--- src/rtl/pdc_pkg.sv ---
// What this block does
// - Select clear: power-down instruction ignored while interrupt pin is high.
// - Select set: instruction ignored if any selected port 2 wake pin is active.
// - Otherwise power-down is entered normally.
// - Quasi-idle instead of ignoring when following code is external and multiplexed bus has no tri-state wait.
// - Quasi-idle also after external or extension peripheral write, following code external.
// - In quasi-idle peripherals run; enabled watchdog overflow resets the device.
// - In quasi-idle no interrupt service and no peripheral event transfers.
// - From quasi-idle, interrupt pin driven low enters power-down.
package pdc_pkg;

    // ------------------------------------------------------------
    // Sizes and reset values
    // ------------------------------------------------------------
    localparam int unsigned PORT2_WIDTH = 16;
    localparam logic [PORT2_WIDTH-1:0] PORT2_RESET = 16'h0000;

    // ------------------------------------------------------------
    // Types
    // ------------------------------------------------------------
    typedef enum {
        PDC_RUN,
        PDC_QUASI_IDLE,
        PDC_POWER_DOWN
    } pdc_state_type;

    // Context of the executed power-down instruction
    typedef struct packed {
        logic power_down_instruction;
        logic next_code_external;
        logic prev_write_external;
        logic bus_multiplexed;
        logic tristate_wait_control;
    } pdc_exec_type;

    typedef struct packed {
        logic fetch_enable;
        logic core_clock_enable;
        logic interrupt_enable;
        logic peripheral_event_transfer_enable;
        logic quasi_idle;
        logic power_down;
    } pdc_ctrl_type;

endpackage

--- src/rtl/pdc_wake_eval.sv ---
`timescale 1ns/10ps
module pdc_wake_eval
    import pdc_pkg::*;
#(
    parameter int unsigned WIDTH = PORT2_WIDTH
)
(
    input  wire logic             wake_source_select,
    input  wire logic             nmi_n,
    input  wire logic [WIDTH-1:0] port2_pins,
    input  wire logic [WIDTH-1:0] port2_wake_enable,
    input  wire logic [WIDTH-1:0] port2_active_high,
    output logic                  wake_active
);
    logic [WIDTH-1:0] pin_active;

    always_comb
    begin
        pin_active = ~(port2_pins ^ port2_active_high) & port2_wake_enable;
        if (wake_source_select)
        begin
            wake_active = |pin_active;
        end
        else
        begin
            wake_active = nmi_n;
        end
    end
endmodule // pdc_wake_eval

--- src/rtl/pdc_power_down_entry_control.sv ---
`timescale 1ns/10ps
module pdc_power_down_entry_control
    import pdc_pkg::*;
#(
    parameter int unsigned WIDTH = PORT2_WIDTH
)
(
    input  wire logic               clk,
    input  wire logic               nrst,
    input  wire logic               wake_source_select,
    input  wire logic               nmi_n,
    input  wire logic [WIDTH-1:0]   port2_pins,
    input  wire logic [WIDTH-1:0]   port2_wake_enable,
    input  wire logic [WIDTH-1:0]   port2_active_high,
    input  pdc_pkg::pdc_exec_type   exec_info,
    input  wire logic               watchdog_enable,
    input  wire logic               watchdog_overflow,
    output pdc_pkg::pdc_ctrl_type   ctrl,
    output logic                    watchdog_reset_req
);
    import pdc_pkg::*;

    // ------------------------------------------------------------
    // Wake source evaluation
    // ------------------------------------------------------------
    logic wake_active;
    logic fault_cond;

    pdc_wake_eval #(.WIDTH(WIDTH)) u_wake (
        .wake_source_select (wake_source_select),
        .nmi_n              (nmi_n),
        .port2_pins         (port2_pins),
        .port2_wake_enable  (port2_wake_enable),
        .port2_active_high  (port2_active_high),
        .wake_active        (wake_active)
    );

    // No tri-state wait on a multiplexed bus, or a preceding external write
    assign fault_cond = exec_info.next_code_external &&
        ((exec_info.bus_multiplexed && !exec_info.tristate_wait_control) ||
         exec_info.prev_write_external);

    // ------------------------------------------------------------
    // Mode state
    // ------------------------------------------------------------
    pdc_state_type state_q;
    pdc_state_type state_d;

    always_comb
    begin
        state_d = state_q;
        case (state_q)
            PDC_RUN:
            begin
                // Fault only bites where the instruction would be ignored
                if (exec_info.power_down_instruction)
                begin
                    if (!wake_active)
                        state_d = PDC_POWER_DOWN;
                    else if (fault_cond)
                        state_d = PDC_QUASI_IDLE;
                    // Wake active, no fault: instruction ignored
                end
            end
            PDC_QUASI_IDLE:
            begin
                // Only a low interrupt pin helps, whatever the select bit
                if (!nmi_n)
                    state_d = PDC_POWER_DOWN;
            end
            PDC_POWER_DOWN:
            begin
                if (wake_active)
                    state_d = PDC_RUN;
            end
            default:
                state_d = PDC_RUN;
        endcase
    end

    always_ff @(posedge clk)
    begin
        if (!nrst)
            state_q <= PDC_RUN;
        else
            state_q <= state_d;
    end

    // ------------------------------------------------------------
    // Watchdog escape from quasi-idle
    // ------------------------------------------------------------
    logic wdt_req_q;

    always_ff @(posedge clk)
    begin
        if (!nrst)
            wdt_req_q <= 1'b0;
        else
            wdt_req_q <= watchdog_enable && watchdog_overflow &&
                         state_q != PDC_POWER_DOWN;
    end

    assign watchdog_reset_req = wdt_req_q;

    // ------------------------------------------------------------
    // Control outputs, registered
    // ------------------------------------------------------------
    pdc_ctrl_type ctrl_q;

    always_ff @(posedge clk)
    begin
        if (!nrst)
        begin
            ctrl_q <= '{1'b1, 1'b1, 1'b1, 1'b1, 1'b0, 1'b0};
        end
        else
        begin
            ctrl_q.fetch_enable                     <= state_d == PDC_RUN;
            ctrl_q.core_clock_enable                <= state_d != PDC_POWER_DOWN;
            ctrl_q.interrupt_enable                 <= state_d == PDC_RUN;
            ctrl_q.peripheral_event_transfer_enable <= state_d == PDC_RUN;
            ctrl_q.quasi_idle                       <= state_d == PDC_QUASI_IDLE;
            ctrl_q.power_down                       <= state_d == PDC_POWER_DOWN;
        end
    end

    assign ctrl = ctrl_q;
endmodule // pdc_power_down_entry_control

--- config.mk ---
export PLATFORM = sky130hd
export DESIGN_NAME = pdc_power_down_entry_control
export DESIGN_NICKNAME = d
export VERILOG_FILES = /design/src/rtl/pdc_pkg.sv /design/src/rtl/pdc_wake_eval.sv /design/src/rtl/pdc_power_down_entry_control.sv
export SDC_FILE = /design/constraint.sdc
export NUM_CORES = 1
export LEC_CHECK = 0
export ABC_AREA = 0
export BUFFER_PORTS_ARGS = -buffer_cell sky130_fd_sc_hd__buf_2
export CORE_AREA = 2 2 58 60
export CTS_BUF_LIST = sky130_fd_sc_hd__clkbuf_8
export DETAILED_ROUTE_END_ITERATION = 8
export DIE_AREA = 0 0 60 62
export GPL_TIMING_DRIVEN = 0
export PLACE_DENSITY = 0.83
export SLEW_MARGIN = 0
export SYNTH_ARGS = -nofsm -noshare
export SYNTH_HDL_FRONTEND = slang
export SYNTH_HIERARCHICAL = 1
export SYNTH_SLANG_ARGS = --single-unit
--- constraint.sdc ---
create_clock -name clk -period 3 [get_ports clk]
set_input_delay 0.3 -clock clk [delete_from_list [all_inputs] [get_ports clk]]
set_output_delay 0.3 -clock clk [all_outputs]
set_load 0.02 [all_outputs]
==> flow_summary.yaml, run 1 <==
placed_design:
  placed_cell_area_sq_um: 1730
  placement.setup.worst_slack_ns: 0.917
  place_hpwl_microns: 2100
  io_buffers: 65
  gpl.final_weighted_congestion: 0.800
cts:
  post-cts-setup-buffers: 0
  tritoncts: "yes"
  htree_num_levels: 2
  ctsLongestPathBuffers: 2
  cts.hold.buffers_added: 0
  cts.reportedPaths.clkPinSlew_ns: 0.07
  tritoncts.num_buffers: 5
  clk-insertion-delay-late_ns: 0.27
  cts_sinks: 37
  cts_root_buf: "sky130_fd_sc_hd__clkbuf_8"
  quantity_of_gates_resized_following_cts: 0
worst_setup_path:
  timing.critical_path.cells: "or4_4 > or4_4 > a311o_1"
  worst_path_max_delay_cell: "sky130_fd_sc_hd__or4_4"
  critical_path_arrival_ns: 2.01
  cp_data_required_time_ns: 3.17
  crit_top_cell: "sky130_fd_sc_hd__or4_4"
  crit_family: "simple AND/OR/NAND/NOR gates"
  worst_setup_path_start_kind: "register"
  cp_slowest_stage_delay_ns: 0.57
  worstSetupPathType: "register to register"
  setup.worst_path.end_class: "register"
  critical_path_peak_fanout: 3
  crit_buf_inv: 0
power:
  combPwrFrac_pct: 9.6
  power.switching_fraction_pct: 20.2
  power_density_nw_per_um2: 532
  clock_power_share_pct: 37.0
  seq_power_share_pct: 53.4
  power_switching_uw: 196
  internal_power_uw: 776
  ir_drop_worst_case_vdd_mv: 0.207
  lkg_pwr_uw: 0.000836
final_layout:
  area_delta_synth_final_pct: 48.0
  area_of_all_placed_cells_without_fillers_sq_um: 1830
  n_fill_cell: 289
  drive_gt1_share_pct: 40.8
  net_count_final: 259
  num_antenna_cells: 0
worst_hold_path:
  hp-class: "input pin to register"
grt:
  antenna_found_initial: 0
  groute.usage.overall_pct: 14.7
  grt_util_met2_pct: 28.0
  grt_overflow_total: 0
  grt_busiest_layer: "met2"
  fraction_of_met3_tracks_used_by_global_routing_pct: 5.80
  grt_pass1_wl_microns: 3850
  globalRouteMet1Util_pct: 13.0
  first_global_vias: 997
  grt_max_degree: 12
floorplan:
  fp-row-count: 21
  die_x_microns: 60
  start_util_pct: 38.8
  number_of_i_o_pins: 66
  die_height_microns: 62
  fp.dieArea_sq_um: 3720
  area_of_the_placeable_core_sq_um: 3180
timing:
  timing.final.hold_violations: 0
  clock_skew_ns: 0.00372
  setup_viol_count_final: 0
  layout_min_cycle_time_ns: 1.84
  grt_setup_unrepaired: "no"
  fin_setup_tns_ns: 0
  slew_viol_final: 0
  min_period_over_period_pct: 61.4
  fmax_ghz: 0.542
  fin_hold_ws_ns: 0.260
  worst_setup_slack_final_ns: 1.16
route:
  number_of_nets_still_failing_antenna_checks_after_routing: 0
  via_count: 1032
  drt_first_iter_violations: 24
  postRouteWirelength_microns: 2510
  routed_wire_length_per_instance_microns: 10.1
  remaining_drc_errors: 0
  drt_pre_antenna_iters: 5
  viasPerCell: 4.18
synth:
  synth_enable_flop_cells: 0
  postSynth.asyncResetShare_pct: 0
  synth_ff_type: "sky130_fd_sc_hd__dfxtp_1"
  post_synth_instance_area_sq_um: 1230
  synth_cells: 99
  synth_cell_type_count: 29
  yosysWarningCount: 6
  synth_area_per_cell_sq_um: 12.5
  synth_seq_area_share_pct: 60.0
  ys_seq_elements: 37
flow_run:
  max_cap_violations: 0
run_status:
  outcome: "completed"
-- power by group through the flow --
stage          sequential, uW  combinational [uW]  clock, uW
2_1_floorplan             529                43.0          0
3_3_place_gp              530                89.8          0
3_5_place_dp              531                92.0          0
4_1_cts                   520                92.7        368
5_1_grt                   521                 104        384
6_report                  519                93.2        360
-- logic make-up after synthesis --
kind of cell / share of synthesized area [%]
flops: 60.0
simple gates: 15.2
compound gates: 11.7
xor+xnor: 11.3
buf+inv: 1.52
other cells: 0.304
-- routing by layer --
| metal | routed length [microns] | vias up |
|---|---|---|
| li1 | - | 540 |
| met1 | 939 | 458 |
| met2 | 1400 | 28 |
| met3 | 131 | 6 |
| met4 | 35 | 0 |
| met5 | 0 | - |
-- layout by cell type, fill, tap and decap left out, drive strengths merged, types with 2 or more instances in the layout --
cell type and instances:
nand3 2, dfxtp 37, and3 2, and4 2, a22o 2, a2111oi 2
or4 4, clkbuf 7, xnor2 16, conb 30, nor4 6, nor2 2
buf 67, a22oi 4, a221oi 2
-- worst paths after layout --
check	endpoint	startpoint	slack, ns	cells past startpoint
worst min register to register	ctrl[1]	state_q[1]	0.57	1
worst max register to register	ctrl[2]	state_q[11]	1.16	3
worst max-delay path	ctrl[2]	state_q[11]	1.16	3
worst min-delay path	watchdog_reset_req	watchdog_overflow	0.26	3
-- flip-flops by register name, indices dropped and copies added, names as in the netlist --
register,flops
ctrl,4
watchdog_reset_req,1
state_q,32
-- worst reg2reg max path: stages (launching register included) --
cell                      delay [ns]
sky130_fd_sc_hd__dfxtp_1        0.30
sky130_fd_sc_hd__or4_4          0.54
sky130_fd_sc_hd__or4_4          0.57
sky130_fd_sc_hd__a311o_1        0.33
-- cell type report --
type	instances	area [sq um]	share of cell area, %
clock inverters	1	5.00	0.274
flip-flops and latches	37	741	40.5
inverters	1	3.75	0.205
clock buffers	7	96.3	5.27
multi-input cells	88	584	32.0
well taps	46	57.6	3.15
plain buffers	2	15.0	0.821
repair buffers	65	325	17.8
-- through the flow --
step / total power, uW / cells / utilization (%)
floorplan: 572 / 128 / -
global placement: 620 / 239 / 54.3
detailed placement: 623 / 239 / 54.3
CTS: 980 / 247 / 57.5
global route: 1010 / 247 / 57.5
finish: 972 / 247 / 57.5
-- Yosys cell counts, drive strengths merged, types with 2 or more instances --
| cell type | instances | area, sq um |
|---|---|---|
| nand3 | 2 | 10.0 |
| buf | 2 | 15.0 |
| a221oi | 2 | 30.0 |
| and4 | 2 | 17.5 |
| a2111oi | 2 | 20.0 |
| and3 | 2 | 12.5 |
| or4 | 4 | 45.0 |
| dfxtp | 37 | 741 |
| a22o | 2 | 17.5 |
| nor2 | 2 | 7.51 |
| nor4 | 6 | 37.5 |
| xnor2 | 16 | 140 |
| a22oi | 4 | 30.0 |
Note: power is estimated with default switching activity, not from simulation.
==> run 2, diff against run 1 <==
--- a/config.mk
+++ b/config.mk
@@ -5,14 +5,14 @@
 export SDC_FILE = /design/constraint.sdc
 export NUM_CORES = 1
 export LEC_CHECK = 0
-export ABC_AREA = 0
+export ABC_AREA = 1
 export BUFFER_PORTS_ARGS = -buffer_cell sky130_fd_sc_hd__buf_2
-export CORE_AREA = 2 2 58 60
+export CORE_AREA = 2 2 64 66
 export CTS_BUF_LIST = sky130_fd_sc_hd__clkbuf_8
 export DETAILED_ROUTE_END_ITERATION = 8
-export DIE_AREA = 0 0 60 62
+export DIE_AREA = 0 0 66 68
 export GPL_TIMING_DRIVEN = 0
-export PLACE_DENSITY = 0.83
+export PLACE_DENSITY = 0.78
 export SLEW_MARGIN = 0
 export SYNTH_ARGS = -nofsm -noshare
 export SYNTH_HDL_FRONTEND = slang
==> constraint.sdc (replaced) <==
create_clock -name clk -period 1.9 [get_ports clk]
set_input_delay 0.19 -clock clk [delete_from_list [all_inputs] [get_ports clk]]
set_output_delay 0.19 -clock clk [all_outputs]
set_load 0.02 [all_outputs]
==> run 2 against run 1 <==
Routed wire length grew 14%. Largest cell class unchanged. Setup slack lost 0.46 ns. Synthesized area grew 20%. Clock power grew 67%. Largest power group unchanged. Sequential share of layout area shrank 5.0 points. Via count grew 36%. Final cell count grew 48%. Design area grew 14%. Sequential power grew 58%.
==> flow_summary.yaml, run 2 <==
final_layout:
  utilization_pct: 54.2
  mostFrequentLayoutCell: "sky130_fd_sc_hd__buf_2"
  largest_register_ff_count: 32
  num_antenna_cells: 0
  registers.top_by_ff_count: "state_q"
  area_delta_synth_final_pct: 40.5
  drive_gt1_share_pct: 26.3
  finish.cell_count_without_fillers: 366
  layout.cells.most_common_list: "sky130_fd_sc_hd__buf_2, sky130_fd_sc_hd__nand2_1, sky130_fd_sc_hd__inv_1"
  net_count_final: 374
  area_of_all_placed_cells_without_fillers_sq_um: 2090
worst_setup_path:
  r2r_slack_ns: 0.69
  critPathLaunch: "state_q[1]"
  regToRegEndpoint: "ctrl[4]"
  cp_data_required_time_ns: 2.08
  setup.worst_path.end_class: "register"
  regToRegStartpoint: "state_q[1]"
  critical_path_peak_fanout: 4
  worstSetupPathType: "register to register"
  worst_setup_path_start_kind: "register"
  critical_path_arrival_ns: 1.38
  reg2reg_depth: 7
worst_hold_path:
  end_point_of_the_most_critical_hold_path: "watchdog_reset_req"
  hold_path_cell_cnt: 3
  hp-class: "input pin to register"
  timing.hold.worst.start: "watchdog_overflow"
cts:
  post-cts-setup-buffers: 0
  cts_sinks: 37
  tritoncts.num_buffers: 5
  quantity_of_gates_resized_following_cts: 0
  clk-insertion-delay-late_ns: 0.29
  ctsLongestPathBuffers: 2
  tritoncts: "yes"
  cts.hold.buffers_added: 0
  cts.reportedPaths.clkPinSlew_ns: 0.07
  htree_num_levels: 2
  cts_root_buf: "sky130_fd_sc_hd__clkbuf_8"
route:
  remaining_drc_errors: 0
  via_count: 1407
  postRouteWirelength_microns: 2860
  routed_wire_length_per_instance_microns: 7.83
  drt_pre_antenna_iters: 4
  number_of_nets_still_failing_antenna_checks_after_routing: 0
  drt_first_iter_violations: 45
  viasPerCell: 3.84
power:
  ir_drop_worst_case_vdd_mv: 0.271
  seq_power_share_pct: 52.0
  power_switching_uw: 354
  internal_power_uw: 1220
  combPwrFrac_pct: 9.9
  power.switching_fraction_pct: 22.4
  clock_power_share_pct: 38.1
  power_density_nw_per_um2: 755
  lkg_pwr_uw: 0.00124
grt:
  groute.usage.overall_pct: 14.1
  grt_max_degree: 13
  antenna_found_initial: 0
  first_global_vias: 1389
  grt_overflow_total: 0
  grt_pass1_wl_microns: 4800
timing:
  fin_setup_tns_ns: 0
  layout_min_cycle_time_ns: 1.21
  min_period_over_period_pct: 63.5
  setup_viol_count_final: 0
  fin_hold_ws_ns: 0.124
  grt_setup_unrepaired: "no"
  slew_viol_final: 0
  clock_skew_ns: 0.00833
  fmax_ghz: 0.828
  timing.final.hold_violations: 0
placed_design:
  place_hpwl_microns: 2390
  placed_cells_incl_taps: 358
  io_buffers: 65
  gpl.final_weighted_congestion: 0.846
  placed_cell_area_sq_um: 1980
floorplan:
  die_height_microns: 68
  start_util_pct: 38.5
  fp.dieArea_sq_um: 4490
  area_of_the_placeable_core_sq_um: 3860
  number_of_i_o_pins: 66
  die_x_microns: 66
  fp-row-count: 23
flow_run:
  max_cap_violations: 0
synth:
  yosysWarningCount: 6
  netlist.top_cell.by_area: "sky130_fd_sc_hd__dfxtp_1"
  post_synth_main_area_contributors: "sky130_fd_sc_hd__dfxtp_1, sky130_fd_sc_hd__nand2_1, sky130_fd_sc_hd__inv_1"
  synth_cells: 214
  post_synth_instance_area_sq_um: 1490
  yosys.area.top_type_share_pct: 49.8
  yosys-top-cells-count: "sky130_fd_sc_hd__nand2_1, sky130_fd_sc_hd__inv_1, sky130_fd_sc_hd__dfxtp_1, sky130_fd_sc_hd__nor2_1, sky130_fd_sc_hd__nand3_1"
  synth_most_common_cell: "sky130_fd_sc_hd__nand2_1"
  synth_cell_type_count: 15
  postSynth.asyncResetShare_pct: 0
  ys_seq_elements: 37
  synth_enable_flop_cells: 0
  synth_ff_type: "sky130_fd_sc_hd__dfxtp_1"
  synth_area_per_cell_sq_um: 6.95
  synth_seq_area_share_pct: 49.8
run_status:
  outcome: "completed"
-- run 2: cell types whose count changed in the layout (fill, tap and decap cells not counted), moves of 3 or more --
cell                      before  now
sky130_fd_sc_hd__a22oi_1       4    0
sky130_fd_sc_hd__inv_1         1   44
sky130_fd_sc_hd__nand2_1       1   62
sky130_fd_sc_hd__nand2_2       0    3
sky130_fd_sc_hd__nand3_1       2   18
sky130_fd_sc_hd__nand3_2       0    3
sky130_fd_sc_hd__nor2_1        2   34
sky130_fd_sc_hd__nor4_1        6    0
sky130_fd_sc_hd__or4_4         4    0
sky130_fd_sc_hd__xnor2_1      16    1
-- run 2: area by class of cell --
class	instances	area (sq um)
tap	50	62.6
sequential	37	741
buffer	2	15.0
clock inverter	1	8.76
inverter	45	169
fill	389	1770
clock buffer	7	96.3
timing repair buffer	65	325
multi-input combinational	159	671
-- run 2: cells by family (layout without fill, tap and decap cells) --
| logic type | after synthesis | after routing | share of synthesized area [%] |
|---|---|---|---|
| AO/OA/AOI/OAI | 6 | 6 | 2.52 |
| XOR/XNOR | 1 | 1 | 0.589 |
| buffers and inverters | 47 | 120 | 12.4 |
| flip-flops | 37 | 37 | 49.8 |
| other | 1 | 30 | 0.252 |
| AND/OR/NAND/NOR | 122 | 122 | 34.4 |
-- run 2: worst max path at each step --
stage	end	slack (ns)	cells past startpoint
after floorplan	ctrl[2]	0.71	14
after global routing	ctrl[2]	0.49	15
after detailed placement	ctrl[2]	0.39	15
after global placement	ctrl[2]	0.45	15
after CTS	ctrl[2]	0.70	15
final	ctrl[4]	0.69	7
-- run 2: through the flow --
stage / power, uW / setup WS (ns)
final: 1580 / 0.693
after global routing: 1660 / 0.491
after CTS: 1590 / 0.696
after detailed placement: 994 / 0.390
after global placement: 986 / 0.454
after floorplan: 913 / 0.714
-- run 2: power by group through the flow --
stage	clock network (uW)	registers, uW	logic (uW)
3_3_place_gp	0	836	150
6_report	600	821	156
3_5_place_dp	0	839	156
2_1_floorplan	0	837	76.5
4_1_cts	615	821	156
5_1_grt	654	824	185
-- run 2: layer usage --
layer	GRT usage [%]	part of all wire (%)	wire, microns	up-vias
met2	28.4	55	1590	30
met3	5.10	5.4	154	8
li1	-	-	-	796
met1	11.4	37	1050	573
met5	0	0	0	-
met4	8.93	2.4	70	0
-- run 2: worst max-delay path, cell delays in order, from the launching register on --
cell	delay, ns
sky130_fd_sc_hd__dfxtp_1	0.40
sky130_fd_sc_hd__nand2_1	0.08
sky130_fd_sc_hd__nor2_1	0.12
sky130_fd_sc_hd__nand2_1	0.08
sky130_fd_sc_hd__nor2_1	0.17
sky130_fd_sc_hd__nand3_1	0.11
sky130_fd_sc_hd__nand3_2	0.08
sky130_fd_sc_hd__nand2_2	0.06
==> run 3, diff against run 2 <==
==> constraint.sdc (replaced) <==
create_clock -name clk -period 1.3 [get_ports clk]
set_input_delay 0.13 -clock clk [delete_from_list [all_inputs] [get_ports clk]]
set_output_delay 0.13 -clock clk [all_outputs]
set_load 0.02 [all_outputs]
==> run 3 against run 2 <==
Routed wire length decreased by 0.59%. Clock power increased by 46%. Clock skew decreased by 0.0013 ns. Setup slack got worse by 0.60 ns. Power increased by 46%. First-iteration DRC count decreased by 20%. Via count increased by 0.64%. Combinational power increased by 49%.
==> flow_summary.yaml, run 3 (same netlist as run 2, synthesis figures left out) <==
route:
  via_count: 1416
  drt_first_iter_violations: 36
  viasPerCell: 3.86
  number_of_nets_still_failing_antenna_checks_after_routing: 0
  postRouteWirelength_microns: 2850
  drt_pre_antenna_iters: 4
  routed_wire_length_per_instance_microns: 7.76
  remaining_drc_errors: 0
floorplan:
  start_util_pct: 38.5
  fp.dieArea_sq_um: 4490
  die_height_microns: 68
  area_of_the_placeable_core_sq_um: 3860
  fp-row-count: 23
  number_of_i_o_pins: 66
  die_x_microns: 66
timing:
  setup_viol_count_final: 0
  layout_min_cycle_time_ns: 1.21
  min_period_over_period_pct: 92.7
  fmax_ghz: 0.830
  clock_skew_ns: 0.00703
  fin_hold_ws_ns: 0.0674
  slew_viol_final: 0
  worst_setup_slack_final_ns: 0.0948
  fin_setup_tns_ns: 0
  timing.final.hold_violations: 0
grt:
  grt_pass1_wl_microns: 4800
  first_global_vias: 1389
  groute.usage.overall_pct: 14.1
  grt_max_degree: 13
  grt_overflow_total: 0
  antenna_found_initial: 0
power:
  lkg_pwr_uw: 0.00124
  power_density_nw_per_um2: 1100
  ir_drop_worst_case_vdd_mv: 0.394
placed_design:
  gpl.final_weighted_congestion: 0.846
  placed_cell_area_sq_um: 1980
  place_hpwl_microns: 2390
  placement.setup.worst_slack_ns: -0.150
  io_buffers: 65
cts:
  cts_sinks: 37
  htree_num_levels: 2
  cts.reportedPaths.clkPinSlew_ns: 0.07
  tritoncts.num_buffers: 5
  cts_root_buf: "sky130_fd_sc_hd__clkbuf_8"
  tritoncts: "yes"
  ctsLongestPathBuffers: 2
  clk-insertion-delay-late_ns: 0.29
worst_setup_path:
  critPathLaunch: "state_q[1]"
  critical_path_arrival_ns: 1.38
  worstSetupPathType: "register to register"
  worst_setup_path_start_kind: "register"
  regToRegStartpoint: "state_q[1]"
  setup.worst_path.end_class: "register"
  reg2reg_depth: 7
  cp_data_required_time_ns: 1.48
  critical_path_peak_fanout: 4
final_layout:
  area_of_all_placed_cells_without_fillers_sq_um: 2100
  utilization_pct: 54.5
  drive_gt1_share_pct: 27.8
  mostFrequentLayoutCell: "sky130_fd_sc_hd__buf_2"
  area_delta_synth_final_pct: 41.5
  layout.cells.most_common_list: "sky130_fd_sc_hd__buf_2, sky130_fd_sc_hd__nand2_1, sky130_fd_sc_hd__inv_1"
  num_antenna_cells: 0
  largest_register_ff_count: 32
  registers.top_by_ff_count: "state_q"
  net_count_final: 375
worst_hold_path:
  timing.hold.worst.start: "watchdog_overflow"
  hp-class: "input pin to register"
  hold_path_cell_cnt: 3
run_status:
  outcome: "completed"
flow_run:
  max_cap_violations: 0
## run 3: cell types whose count changed in the layout (fill, tap and decap cells not counted)
cell and delta:
sky130_fd_sc_hd__nor2_1 -3, sky130_fd_sc_hd__nor2_2 +3, sky130_fd_sc_hd__buf_4 +1, sky130_fd_sc_hd__inv_1 -1
sky130_fd_sc_hd__inv_2 +1
## run 3: metrics by stage
stage                     std cells  power, uW
after floorplan                 243       1330
after detailed placement        358       1450
after CTS                       366       2330
after global routing            367       2430
final                           367       2310
after global placement          358       1440
## run 3: metal layers
metal / vias to the layer above / global-route usage [%] / wire [microns]
met3: 9 / 5.10 / 126
li1: 797 / - / -
met4: 0 / 8.93 / 83
met1: 581 / 11.4 / 1060
met2: 29 / 28.4 / 1580
met5: - / 0 / 0
## run 3: final cells by class
cell class / count / area [sq um]
timing repair buffer: 66 / 333
clock buffer: 7 / 96.3
inverter: 45 / 169
buffer: 2 / 15.0
fill: 382 / 1750
multi-input combinational: 159 / 678
clock inverter: 1 / 8.76
sequential: 37 / 741
tap: 50 / 62.6
## run 3: power by group
group	leakage, uW	switching [uW]	internal, uW
Combinational	0.000876	115	118
Sequential	0.000310	14.8	1180
Clock	0.0000549	385	489
Total	0.00124	515	1790
## run 3: repair_timing
item	CTS	global route
resized for setup	0	4
hold buffers	0	0
endpoints found under the setup margin	0	6
setup buffers	0	1
## run 3: worst paths after layout
check,endpoint,slack [ns]
max,ctrl[2],0.09
min,watchdog_reset_req,0.07
max reg2reg,ctrl[2],0.09
min reg2reg,ctrl[1],0.68
## run 3: critical path: stages, from the launching register on
cell                       delay (ns)
sky130_fd_sc_hd__dfxtp_1         0.39
sky130_fd_sc_hd__nand2_1         0.07
sky130_fd_sc_hd__nor2_1          0.12
sky130_fd_sc_hd__nand2_1         0.08
sky130_fd_sc_hd__nor2_1          0.17
sky130_fd_sc_hd__nand3_1         0.11
sky130_fd_sc_hd__nand3_2         0.08
sky130_fd_sc_hd__o21bai_1        0.08
